===== src/design/onac_pkg.sv =====
// constants shared by both ends of the override / nv / access register link
// assumes a 20 MHz system clock on both ends
package onac_pkg;
  localparam int unsigned CLK_HZ = 20000000;
  localparam int unsigned READY_TIME_MS = 100;
  localparam int unsigned READY_CYCLES = READY_TIME_MS * (CLK_HZ / 1000);
  localparam int unsigned NV_BUSY_CYCLES = 4000;

  localparam logic [7:0] ADDR_READY_STATUS = 8'h07;
  localparam logic [7:0] ADDR_OVR_SELECT = 8'h08;
  localparam logic [7:0] ADDR_SENS_UPPER = 8'h09;
  localparam logic [7:0] ADDR_SENS_LOWER = 8'h0A;
  localparam logic [7:0] ADDR_CH0_UPPER = 8'h0B;
  localparam logic [7:0] ADDR_CH0_LOWER = 8'h0C;
  localparam logic [7:0] ADDR_CH1_UPPER = 8'h0D;
  localparam logic [7:0] ADDR_CH1_LOWER = 8'h0E;
  localparam logic [7:0] ADDR_NV_CMD = 8'h0F;
  localparam logic [7:0] ADDR_SOFT_RESET = 8'h10;
  localparam logic [7:0] ADDR_UNLOCK = 8'h11;

  localparam int unsigned OVR_SENSOR_BIT = 0;
  localparam int unsigned OVR_OUTPUT_BIT = 1;
  localparam logic [7:0] OVR_FIELD_MASK = 8'h03;
  localparam logic [7:0] OVR_BOTH = 8'h03;
  localparam int unsigned NV_BUSY_BIT = 0;
  localparam int unsigned NV_FIXED_BIT = 1;
  localparam int unsigned NV_UNFIXABLE_BIT = 2;
  localparam int unsigned LVL_ONE_BIT = 0;
  localparam int unsigned LVL_TWO_BIT = 1;

  localparam logic [7:0] CMD_NV_COMMIT = 8'hE4;
  localparam logic [7:0] CMD_NV_RECALL = 8'h4E;
  localparam logic [7:0] KEY_SOFT_RESET = 8'hC3;
  localparam logic [7:0] KEY_FIRST = 8'hCD;
  localparam logic [7:0] KEY_LEVEL_ONE = 8'hEF;
  localparam logic [7:0] KEY_LEVEL_TWO = 8'hF0;
  localparam logic [7:0] NOT_READY_VALUE = 8'hFF;
  localparam logic [7:0] READ_ZERO = 8'h00;

  // host command port offsets
  localparam logic [2:0] HOST_TARGET = 3'h0;
  localparam logic [2:0] HOST_WRITE = 3'h1;
  localparam logic [2:0] HOST_READ_GO = 3'h2;
  localparam logic [2:0] HOST_RESULT = 3'h3;
  localparam logic [2:0] HOST_STATUS = 3'h4;
  localparam int unsigned HST_BUSY_BIT = 0;
  localparam int unsigned HST_VALID_BIT = 1;
  localparam int unsigned HST_REFUSED_BIT = 2;
endpackage : onac_pkg


===== src/design/onac_link_if.sv =====
// register link between the host end and the device end
// both ends run on the same system clock
`timescale 1ns/1ns
interface onac_link_if;
  logic [7:0] addr;
  logic [7:0] wdata;
  logic wr;
  logic rd;
  logic [7:0] rdata;
  modport dev (input addr, input wdata, input wr, input rd, output rdata);
  modport host (output addr, output wdata, output wr, output rd, input rdata);
endinterface : onac_link_if


===== src/design/onac_dev.sv =====
// device end: sensor ready status, overrides, nv command/status, soft reset, access levels
// assumes the host end on the same clock; read data on the link one cycle after rd
`timescale 1ns/1ns
module onac_dev #(
  parameter int unsigned READY_CYCLES = onac_pkg::READY_CYCLES,
  parameter int unsigned NV_CYCLES = onac_pkg::NV_BUSY_CYCLES
) (
  input wire logic i_clk_sys,
  input wire logic i_rst,
  onac_link_if.dev link,
  input wire logic i_sensor_valid,
  input wire logic [11:0] i_sensor_temp,
  input wire logic [11:0] i_calc_ch0,
  input wire logic [11:0] i_calc_ch1,
  input wire logic i_nv_single_err,
  input wire logic i_nv_multi_err,
  output logic [11:0] o_lut_index,
  output logic [11:0] o_ch0_data,
  output logic [11:0] o_ch1_data,
  output logic o_nv_commit,
  output logic o_nv_recall,
  output logic o_soft_reset
);
  typedef enum {NV_IDLE, NV_COMMIT, NV_RECALL} onac_nv_e;
  if (READY_CYCLES < 1 || NV_CYCLES < 1)
  begin : g_bad_param
    $error("onac_dev: cycle counts must be at least one");
  end
  logic soft_q;
  logic lvl1_q;
  logic lvl2_q;
  logic key_half_q;
  logic [2:0] valid_sync_q;
  logic valid_q;
  logic [31:0] ready_cnt_q;
  logic timeout_q;
  logic [1:0] ovr_sel_q;
  logic [3:0] sens_stage_q;
  logic [3:0] ch0_stage_q;
  logic [3:0] ch1_stage_q;
  logic [11:0] sens_ovr_q;
  logic [11:0] ch0_ovr_q;
  logic [11:0] ch1_ovr_q;
  onac_nv_e nv_state_q;
  logic [31:0] nv_cnt_q;
  logic nv_fixed_q;
  logic nv_unfix_q;
  logic [7:0] rdata_q;
  logic [7:0] rd_value;
  wire logic wr_priv = link.wr && lvl2_q;
  wire logic wr_key = link.wr && link.addr == onac_pkg::ADDR_UNLOCK;
  wire logic wr_nv = wr_priv && link.addr == onac_pkg::ADDR_NV_CMD;
  wire logic nv_busy = (nv_state_q != NV_IDLE);
  // soft reset: internal soft_q one cycle after the key write, o_soft_reset pulse one cycle later
  always_ff @(posedge i_clk_sys or posedge i_rst)
    if (i_rst)
    begin
      soft_q <= 1'b0;
      o_soft_reset <= 1'b0;
    end
    else
    begin
      soft_q <= wr_priv && link.addr == onac_pkg::ADDR_SOFT_RESET
                && link.wdata == onac_pkg::KEY_SOFT_RESET;
      o_soft_reset <= soft_q;
    end
  // access level unlock sequence
  always_ff @(posedge i_clk_sys or posedge i_rst)
    if (i_rst)
    begin
      lvl1_q <= 1'b0;
      lvl2_q <= 1'b0;
      key_half_q <= 1'b0;
    end
    else if (soft_q)
    begin
      lvl1_q <= 1'b0;
      lvl2_q <= 1'b0;
      key_half_q <= 1'b0;
    end
    else if (wr_key)
    begin
      key_half_q <= (link.wdata == onac_pkg::KEY_FIRST);
      if (key_half_q && (link.wdata == onac_pkg::KEY_LEVEL_ONE
          || link.wdata == onac_pkg::KEY_LEVEL_TWO))
      begin
        lvl1_q <= 1'b1;
        lvl2_q <= (link.wdata == onac_pkg::KEY_LEVEL_TWO);
      end
    end
  // sensor valid from the analog side: three stages
  always_ff @(posedge i_clk_sys or posedge i_rst)
    if (i_rst)
      valid_sync_q <= 3'h0;
    else
      valid_sync_q <= {valid_sync_q[1:0], i_sensor_valid};
  always_ff @(posedge i_clk_sys or posedge i_rst)
    if (i_rst)
      valid_q <= 1'b0;
    else if (soft_q)
      valid_q <= 1'b0;
    else if (valid_sync_q[2] == valid_sync_q[1])
      valid_q <= valid_sync_q[2];
  // ready deadline after power-up or soft reset
  always_ff @(posedge i_clk_sys or posedge i_rst)
    if (i_rst)
    begin
      ready_cnt_q <= 32'h0;
      timeout_q <= 1'b0;
    end
    else if (soft_q)
    begin
      ready_cnt_q <= 32'h0;
      timeout_q <= 1'b0;
    end
    else if (!timeout_q)
    begin
      ready_cnt_q <= ready_cnt_q + 32'h1;
      timeout_q <= (ready_cnt_q == READY_CYCLES - 1);
    end
  // override select and data, committed on lower byte write
  always_ff @(posedge i_clk_sys or posedge i_rst)
    if (i_rst)
    begin
      ovr_sel_q <= 2'h0;
      sens_stage_q <= 4'h0;
      ch0_stage_q <= 4'h0;
      ch1_stage_q <= 4'h0;
      sens_ovr_q <= 12'h000;
      ch0_ovr_q <= 12'h000;
      ch1_ovr_q <= 12'h000;
    end
    else if (soft_q)
    begin
      ovr_sel_q <= 2'h0;
      sens_stage_q <= 4'h0;
      ch0_stage_q <= 4'h0;
      ch1_stage_q <= 4'h0;
      sens_ovr_q <= 12'h000;
      ch0_ovr_q <= 12'h000;
      ch1_ovr_q <= 12'h000;
    end
    else if (wr_priv)
    begin
      case (link.addr)
        onac_pkg::ADDR_OVR_SELECT: ovr_sel_q <= link.wdata[1:0];
        onac_pkg::ADDR_SENS_UPPER: sens_stage_q <= link.wdata[3:0];
        onac_pkg::ADDR_SENS_LOWER: sens_ovr_q <= {sens_stage_q, link.wdata};
        onac_pkg::ADDR_CH0_UPPER: ch0_stage_q <= link.wdata[3:0];
        onac_pkg::ADDR_CH0_LOWER: ch0_ovr_q <= {ch0_stage_q, link.wdata};
        onac_pkg::ADDR_CH1_UPPER: ch1_stage_q <= link.wdata[3:0];
        onac_pkg::ADDR_CH1_LOWER: ch1_ovr_q <= {ch1_stage_q, link.wdata};
        default: ;
      endcase
    end
  // registered outputs: signal path multiplexers and nv activity
  always_ff @(posedge i_clk_sys or posedge i_rst)
    if (i_rst)
    begin
      o_lut_index <= 12'h000;
      o_ch0_data <= 12'h000;
      o_ch1_data <= 12'h000;
      o_nv_commit <= 1'b0;
      o_nv_recall <= 1'b0;
    end
    else
    begin
      o_lut_index <= ovr_sel_q[onac_pkg::OVR_SENSOR_BIT] ? sens_ovr_q : i_sensor_temp;
      o_ch0_data <= ovr_sel_q[onac_pkg::OVR_OUTPUT_BIT] ? ch0_ovr_q : i_calc_ch0;
      o_ch1_data <= ovr_sel_q[onac_pkg::OVR_OUTPUT_BIT] ? ch1_ovr_q : i_calc_ch1;
      o_nv_commit <= (nv_state_q == NV_COMMIT);
      o_nv_recall <= (nv_state_q == NV_RECALL);
    end
  // nv commit / recall sequencer
  always_ff @(posedge i_clk_sys or posedge i_rst)
    if (i_rst)
    begin
      nv_state_q <= NV_IDLE;
      nv_cnt_q <= 32'h0;
    end
    else if (soft_q)
    begin
      nv_state_q <= NV_IDLE;
      nv_cnt_q <= 32'h0;
    end
    else
    begin
      case (nv_state_q)
        NV_IDLE:
        begin
          nv_cnt_q <= 32'h0;
          if (wr_nv && link.wdata == onac_pkg::CMD_NV_COMMIT)
            nv_state_q <= NV_COMMIT;
          else if (wr_nv && link.wdata == onac_pkg::CMD_NV_RECALL)
            nv_state_q <= NV_RECALL;
        end
        NV_COMMIT, NV_RECALL:
        begin
          nv_cnt_q <= nv_cnt_q + 32'h1;
          if (nv_cnt_q == NV_CYCLES - 1)
            nv_state_q <= NV_IDLE;
        end
        default: nv_state_q <= NV_IDLE;
      endcase
    end
  // error flags taken at the end of a recall only
  always_ff @(posedge i_clk_sys or posedge i_rst)
    if (i_rst)
    begin
      nv_fixed_q <= 1'b0;
      nv_unfix_q <= 1'b0;
    end
    else if (soft_q)
    begin
      nv_fixed_q <= 1'b0;
      nv_unfix_q <= 1'b0;
    end
    else if (nv_state_q == NV_RECALL && nv_cnt_q == NV_CYCLES - 1)
    begin
      nv_fixed_q <= i_nv_single_err && !i_nv_multi_err;
      nv_unfix_q <= i_nv_multi_err;
    end
  // read decode
  always_comb
  begin
    rd_value = onac_pkg::READ_ZERO;
    case (link.addr)
      onac_pkg::ADDR_READY_STATUS:
        rd_value = (valid_q || timeout_q) ? onac_pkg::READ_ZERO : onac_pkg::NOT_READY_VALUE;
      onac_pkg::ADDR_OVR_SELECT: rd_value = {6'h00, ovr_sel_q};
      onac_pkg::ADDR_SENS_UPPER: rd_value = {4'h0, sens_ovr_q[11:8]};
      onac_pkg::ADDR_SENS_LOWER: rd_value = sens_ovr_q[7:0];
      onac_pkg::ADDR_CH0_UPPER: rd_value = {4'h0, ch0_ovr_q[11:8]};
      onac_pkg::ADDR_CH0_LOWER: rd_value = ch0_ovr_q[7:0];
      onac_pkg::ADDR_CH1_UPPER: rd_value = {4'h0, ch1_ovr_q[11:8]};
      onac_pkg::ADDR_CH1_LOWER: rd_value = ch1_ovr_q[7:0];
      onac_pkg::ADDR_NV_CMD: rd_value = {5'h00, nv_unfix_q, nv_fixed_q, nv_busy};
      onac_pkg::ADDR_UNLOCK: rd_value = {6'h00, lvl2_q, lvl1_q};
      default: rd_value = onac_pkg::READ_ZERO;
    endcase
  end
  always_ff @(posedge i_clk_sys or posedge i_rst)
    if (i_rst)
      rdata_q <= 8'h00;
    else
      rdata_q <= link.rd ? rd_value : onac_pkg::READ_ZERO;
  assign link.rdata = rdata_q;
endmodule : onac_dev


===== src/flat_wrapper.sv =====
// flat-port wrapper written by rule: the top's interface ports become plain ports
module onac_dev_flat 
#(
  parameter int unsigned READY_CYCLES = onac_pkg::READY_CYCLES,
  parameter int unsigned NV_CYCLES = onac_pkg::NV_BUSY_CYCLES
)
  (i_clk_sys, i_rst, i_sensor_valid, i_sensor_temp, i_calc_ch0, i_calc_ch1, i_nv_single_err, i_nv_multi_err, o_lut_index, o_ch0_data, o_ch1_data, o_nv_commit, o_nv_recall, o_soft_reset, link_addr, link_wdata, link_wr, link_rd, link_rdata);
  onac_link_if link_i ();
  input wire logic i_clk_sys;
  input wire logic i_rst;
  input wire logic i_sensor_valid;
  input wire logic [11:0] i_sensor_temp;
  input wire logic [11:0] i_calc_ch0;
  input wire logic [11:0] i_calc_ch1;
  input wire logic i_nv_single_err;
  input wire logic i_nv_multi_err;
  output logic [11:0] o_lut_index;
  output logic [11:0] o_ch0_data;
  output logic [11:0] o_ch1_data;
  output logic o_nv_commit;
  output logic o_nv_recall;
  output logic o_soft_reset;
  input wire logic [$bits(link_i.addr)-1:0] link_addr;
  input wire logic [$bits(link_i.wdata)-1:0] link_wdata;
  input wire logic [$bits(link_i.wr)-1:0] link_wr;
  input wire logic [$bits(link_i.rd)-1:0] link_rd;
  output wire logic [$bits(link_i.rdata)-1:0] link_rdata;
  assign link_i.addr = link_addr;
  assign link_i.wdata = link_wdata;
  assign link_i.wr = link_wr;
  assign link_i.rd = link_rd;
  assign link_rdata = link_i.rdata;
  onac_dev #(.READY_CYCLES(READY_CYCLES), .NV_CYCLES(NV_CYCLES)) u_core (.i_clk_sys(i_clk_sys), .i_rst(i_rst), .link(link_i), .i_sensor_valid(i_sensor_valid), .i_sensor_temp(i_sensor_temp), .i_calc_ch0(i_calc_ch0), .i_calc_ch1(i_calc_ch1), .i_nv_single_err(i_nv_single_err), .i_nv_multi_err(i_nv_multi_err), .o_lut_index(o_lut_index), .o_ch0_data(o_ch0_data), .o_ch1_data(o_ch1_data), .o_nv_commit(o_nv_commit), .o_nv_recall(o_nv_recall), .o_soft_reset(o_soft_reset));
endmodule

===== config.mk =====
export PLATFORM = sky130hd
export DESIGN_NAME = onac_dev_flat
export DESIGN_NICKNAME = d
export VERILOG_FILES = /design/src/design/onac_pkg.sv /design/src/design/onac_link_if.sv /design/src/design/onac_dev.sv /design/src/flat_wrapper.sv
export SDC_FILE = /design/constraint.sdc
export NUM_CORES = 1
export LEC_CHECK = 0
export ABC_AREA = 0
export BUFFER_PORTS_ARGS = -buffer_cell sky130_fd_sc_hd__buf_4
export CAP_MARGIN = 20
export CORE_MARGIN = 5
export CORE_UTILIZATION = 55
export CTS_BUF_LIST = sky130_fd_sc_hd__clkbuf_4
export CTS_CLUSTER_DIAMETER = 60
export CTS_CLUSTER_SIZE = 12
export DETAILED_ROUTE_END_ITERATION = 10
export GPL_ROUTABILITY_DRIVEN = 0
export PLACE_DENSITY_LB_ADDON = 0.3
export REMOVE_ABC_BUFFERS = 1
export SLEW_MARGIN = 20
export SYNTH_ARGS = -nofsm -noshare
export SYNTH_HDL_FRONTEND = slang
export SYNTH_SLANG_ARGS = --single-unit

===== constraint.sdc =====
create_clock -name i_clk_sys -period 7.1 [get_ports i_clk_sys]
set_input_delay 0.355 -clock i_clk_sys [delete_from_list [all_inputs] [get_ports i_clk_sys]]
set_output_delay 0.355 -clock i_clk_sys [all_outputs]
set_load 0.01 [all_outputs]

==> results of run 1 <==
## metal layers
layer	track usage [%]	up-vias	routed length [um]
li1	-	3028	-
met1	30.2	3150	8570
met2	37.2	215	9600
met3	4.72	33	1010
met4	6.57	0	338
met5	0	-	0
## sequential cells by signal, indices dropped and copies added (netlist names), 2 cells and up
register,flops
u_core.ch0_stage_q,4
u_core.ch0_ovr_q,12
u_core.link.rdata,8
u_core.sens_ovr_q,12
u_core.nv_cnt_q,32
u_core.ovr_sel_q,2
u_core.nv_state_q,2
u_core.ch1_stage_q,4
u_core.ch1_ovr_q,12
u_core.o_ch1_data,12
u_core.ready_cnt_q,32
u_core.sens_stage_q,4
u_core.o_lut_index,12
u_core.o_ch0_data,12
u_core.valid_sync_q,3
## metrics by stage
step | hold slack, ps | cells
after global routing | 40.4 | 1109
after floorplan | 331 | 741
after detailed placement | 352 | 1039
after CTS | 20.9 | 1109
after global placement | 344 | 1039
final | 60.5 | 1109
## how the worst max path moves through the flow
stage,startpoint,endpoint,slack (ps),cells after the start
6_report,u_core.nv_state_q[0],u_core.nv_cnt_q[20],4700,6
5_1_grt,u_core.nv_state_q[0],u_core.nv_cnt_q[20],4500,6
4_1_cts,u_core.nv_state_q[0],u_core.nv_cnt_q[20],4720,6
3_5_place_dp,link_addr[4],u_core.ch0_ovr_q[0],4540,6
3_3_place_gp,link_addr[4],u_core.ch0_ovr_q[0],4610,6
2_1_floorplan,i_rst,u_core.ch0_ovr_q[0],2030,1
## synth_stat cells, types with 16 or more instances
master	n	area (um2)
a21oi_1	24	120
xnor2_1	32	280
nand3_1	25	125
nor3_1	22	110
dfrtp_1	174	4350
nor4_1	20	125
nor2_1	128	480
o21ai_0	16	80.1
clkbuf_1	25	93.8
nand4_1	16	100
mux2_2	48	541
nand2_1	40	150
mux2i_1	59	591
## power groups by stage
| stage | registers, mW | clock network (mW) | logic (mW) |
|---|---|---|---|
| global route | 1.01 | 0.635 | 0.133 |
| finish | 1.01 | 0.580 | 0.121 |
| detailed placement | 1.03 | 0 | 0.105 |
| global placement | 1.03 | 0 | 0.103 |
| floorplan | 1.03 | 0 | 0.0346 |
| CTS | 1.01 | 0.595 | 0.123 |
## logic make-up after synthesis
group	share of synthesized area (%)
AO/OA/AOI/OAI	5.09
XOR/XNOR	4.73
adder cells (fa/ha/maj)	0.900
buffers and inverters	2.73
flip-flops	52.2
multiplexers	13.8
AND/OR/NAND/NOR	20.5
## final cells by class
type / instances / area [um2] / share of cell area [%]
clock buffers: 17 / 128 / 1.29
clock inverters: 15 / 160 / 1.61
inverters: 14 / 57.6 / 0.580
multi-input cells: 553 / 3770 / 38.0
flip-flops and latches: 174 / 4360 / 43.9
well taps: 188 / 235 / 2.37
repair buffers: 148 / 1210 / 12.2
## worst min-delay path, stage by stage
cell and delay (ps):
buf_4 120, nand2b_1 70, mux2i_1 60
==> impl_metrics.yaml, run 1 <==
worst_setup_path:
  r2r-end: "u_core.nv_cnt_q[20]"
  slowest_delay_ps: 620
  crit_path_end_kind: "register"
  crit_arrival_ps: 2840
  r2r-start: "u_core.nv_state_q[0]"
  cpMaxStageDelayCell: "or4_1"
  path_cells: "ha_1 > nor2b_1 > or4_1 > nor4_1 > xnor2_1 > nor2_1"
  path_max_fanout: 13
  reg2regPathDepth: 6
  reg2reg_slack_ps: 4700
  path_delay_family: "simple AND/OR/NAND/NOR gates"
  critical_path_required_ps: 7540
  path_buf_inv: 0
  startpoint_type: "register"
  crit_type: "reg2reg"
die:
  dieArea_um2: 17700
  fp.dieH_um: 133
  core_um2: 15000
  fp-row-count: 45
  ios: 106
  start_util_pct: 55.5
  die_x_um: 133
power_and_ir_drop:
  intPower_mw: 1.28
  pwr_density_cell_nw_per_um2: 172
  pwr-share-seq_pct: 59.0
  combPwrFrac_pct: 7.1
  clkPwrFrac_pct: 33.9
  power.switching_uw: 428
  power_mw: 1.71
  p_leak_nw: 4.28
  vdd_drop_max_v: 0.0000782
  swShare_pct: 25.1
placed_design:
  placed_cell_area_um2: 9240
  portBuffers: 105
  place_ws_ps: 4540
  place_hpwl_um: 13000
timing:
  fin_ws_ps: 4700
  rsz0062_at_grt: "no"
  tns_ps: 0
  fin_crit_ps: 2400
  setup_viol: 0
  fmax_ghz: 0.417
  hold_violations: 0
  final-max-slew-violation-count: 0
  relSlewSlack_pct: 32.9
  clock_skew_ps: 17.5
  post-route-period-util_pct: 33.8
  tightest_slew_ps: 999
synth:
  ys_seq_area_share_pct: 52.2
  synth_flop_cell: "dfrtp_1"
  netlist_area_um2: 8340
  synth-edff-count: 0
  synth_warnings: 0
  ys_types: 59
  synthArstFlopShare_pct: 100
  syn_inst: 780
  synth-seq-cells: 174
  syn_area_per_cell_um2: 10.7
finish:
  nFillCells: 1154
  syn2layout_area_growth_pct: 18.9
  antenna_cells: 0
  most-common-layout-cells: "dfrtp_1, nor2_1, buf_4"
  nets: 973
  finalInstanceArea_um2: 9920
  drive_gt1_share_pct: 22.8
  layout_commonest_cell: "dfrtp_1"
  finish.utilization_pct: 66.0
routing:
  dr.pass1.iters: 5
  wl_per_cell_um: 17.6
  drc: 0
  routed_wl_um: 19500
  postRouteAntennaNets: 0
  via_count: 6426
  drtIter0Drc: 590
  viasPerCell: 5.79
status:
  status: "finished clean"
flow_run:
  cap_viol_max_count: 0
global_routing:
  grt_pass1_wl_um: 32400
  first_global_vias: 6451
  grt-ovfl-total: 0
  grt.total_usage_pct: 22.5
  grt_max_degree: 90
  antenna_found_initial: 0
clock_network:
  cts_hold_buffers: 38
  cts_tree: "yes"
  path_clk_slew_ps: 140
  clockBufferDepth: 2
  worst_skew_pair.late_latency_ps: 590
  clkSinkCount: 174
  cts_setup_buffers: 0
  cts-htree-levels: 4
  cts_buffers: 17
  root_buffer: "clkbuf_4"
  ctsResizeCount: 0
hold_path:
  min-delay-start: "i_nv_multi_err"
  hold_path_class: "in2reg"
  hold_depth: 3
  min_to: "u_core.nv_unfix_q"
Power figures use the tool's default switching activity.
==> run 2, diff against run 1 <==
Settings changed: CORE_UTILIZATION 55 to 54.
Clock period 7.1 ns to 2.2 ns, I/O delays scaled along.
==> run 2 against run 1 <==
Net effect:
- the run now ends with negative setup slack left
- combinational power grew to 3.6 times the previous value
- worst hold slack better by 6.6 ps
- count of clock-buffer cells in the layout grew 1
- clock skew barely moved
- sequential power grew to 3.2 times the previous value
- total power grew to 3.1 times the previous value
- first-iteration DRC count is 16% lower
- global-route usage up 0.48 points
- register-to-register slack lost 4600 ps
- utilization increased by 1.9 points
- critical endpoint is now u_core.soft_q
==> impl_metrics.yaml, run 2 (same netlist as run 1, synthesis figures left out) <==
power_and_ir_drop:
  p_leak_nw: 4.48
  pwr_density_cell_nw_per_um2: 509
  vdd_drop_max_v: 0.000265
  power_mw: 5.25
die:
  ios: 106
  core_um2: 15200
  start_util_pct: 54.8
  dieArea_um2: 18000
  fp-row-count: 45
  fp.dieH_um: 134
  die_x_um: 134
timing:
  fin_ws_ps: -2.82
  holdWs_ps: 67.1
  hold_violations: 0
  clock_skew_ps: 17.2
  rsz0062_at_grt: "no"
  relSlewSlack_pct: 52.3
  fmax_ghz: 0.454
  final-max-slew-violation-count: 0
  tightest_slew_ps: 715
  setup_viol: 1
  tns_ps: -2.82
  post-route-period-util_pct: 100
  fin_crit_ps: 2200
worst_setup_path:
  r2r-end: "u_core.nv_cnt_q[29]"
  cpMostUsedCell: "dlygate4sd3_1"
  reg2reg_slack_ps: 150
  startpoint_type: "input pin"
  crit_path_end_kind: "register"
  critical_path_required_ps: 2710
  r2r-start: "u_core.nv_cnt_q[7]"
  crit_type: "in2reg"
  path_cells: "dlygate4sd3_1 > buf_4 > or3_4 > dlygate4sd3_1 > nor4_2 > dlygate4sd3_1"
  critPathLaunch: "link_addr[5]"
  slowest_delay_ps: 610
  critPathCapture: "u_core.soft_q"
  crit_arrival_ps: 2720
  path_max_fanout: 4
  reg2regPathDepth: 5
  cpMaxStageDelayCell: "dlygate4sd3_1"
finish:
  syn2layout_area_growth_pct: 23.8
  finalInstanceArea_um2: 10300
  layout_commonest_cell: "dfrtp_1"
  most-common-layout-cells: "dfrtp_1, buf_4, nor2_1"
  drive_gt1_share_pct: 24.2
  nets: 1018
  nFillCells: 1080
  reg.largest.list: "u_core.nv_cnt_q (32), u_core.ready_cnt_q (32)"
global_routing:
  first_global_vias: 6763
  grt_max_degree: 67
  antenna_found_initial: 1
  grt.total_usage_pct: 22.9
  grt_pass1_wl_um: 33500
  grt-ovfl-total: 0
clock_network:
  cts_tree: "yes"
  root_buffer: "clkbuf_4"
  worst_skew_pair.late_latency_ps: 570
  clkSinkCount: 174
  clockBufferDepth: 2
  cts-htree-levels: 4
  cts_buffers: 17
  path_clk_slew_ps: 140
  cts_setup_buffers: 0
hold_path:
  hold_path_class: "in2reg"
placed_design:
  place_ws_ps: 55.3
  placed_cell_area_um2: 9470
  place_hpwl_um: 13800
  portBuffers: 105
flow_run:
  cap_viol_max_count: 0
status:
  violations: "negative setup slack"
  status: "complete, but fails checks"
routing:
  drc: 0
  routed_wl_um: 20000
  dr.pass1.iters: 9
  wl_per_cell_um: 17.4
  viasPerCell: 5.73
  drtIter0Drc: 497
  postRouteAntennaNets: 0
  via_count: 6612
[run 2: stage by stage]
stage          utilization (%)  cells
2_1_floorplan                -    741
6_report                  67.9   1154
3_3_place_gp              62.3   1063
3_5_place_dp              62.3   1063
5_1_grt                   67.9   1154
4_1_cts                   67.7   1153
[run 2: power by group]
group	internal (mW)	switching, mW	leakage, nW	total [mW]
clock network	0.457	1.11	0.122	1.56
registers	3.24	0.0149	2.31	3.25
logic	0.232	0.205	2.04	0.437
total	3.93	1.33	4.48	5.25
[run 2: area by class of cell]
cell class	instances	area, um2	share of cell area (%)
flip-flops and latches	174	4360	42.2
multi-input cells	553	3790	36.8
repair buffers	193	1650	16.0
well taps	188	235	2.28
clock buffers	18	135	1.31
clock inverters	13	91.3	0.885
inverters	14	57.6	0.558
diodes	1	2.50	0.0243
[run 2: worst min-delay path by stage]
stage | start | to | slack (ps) | cells past startpoint
after floorplan | i_sensor_valid | u_core.valid_sync_q[0] | 140 | 0
after global placement | i_rst | u_core.o_soft_reset | 210 | 2
after detailed placement | i_rst | u_core.o_soft_reset | 210 | 2
after CTS | link_addr[1] | u_core.link.rdata[1] | 0.9 | 4
after global routing | link_addr[1] | u_core.link.rdata[1] | 70 | 4
final | link_addr[1] | u_core.link.rdata[1] | 70 | 4
[run 2: repair_timing]
action / CTS / global route
endpoints found under the hold margin: 223 / 0
hold buffers: 59 / 0
gates resized for setup: 0 / 6
endpoints found under the setup margin: 0 / 10
[run 2: worst max-delay path: cells and delay by family]
family	cells	cell delay, ps
AND/OR/NAND/NOR	2	710
buffers and inverters	4	1900
[run 2: routing by layer]
layer  part of all wire (%)  vias to the layer above  global-route usage (%)
met3                    5.2                       36                    4.24
met4                    2.0                        0                    8.09
met2                     50                      219                    39.1
li1                       -                     3106                       -
met1                     43                     3251                    29.5
met5                      0                        -                       0
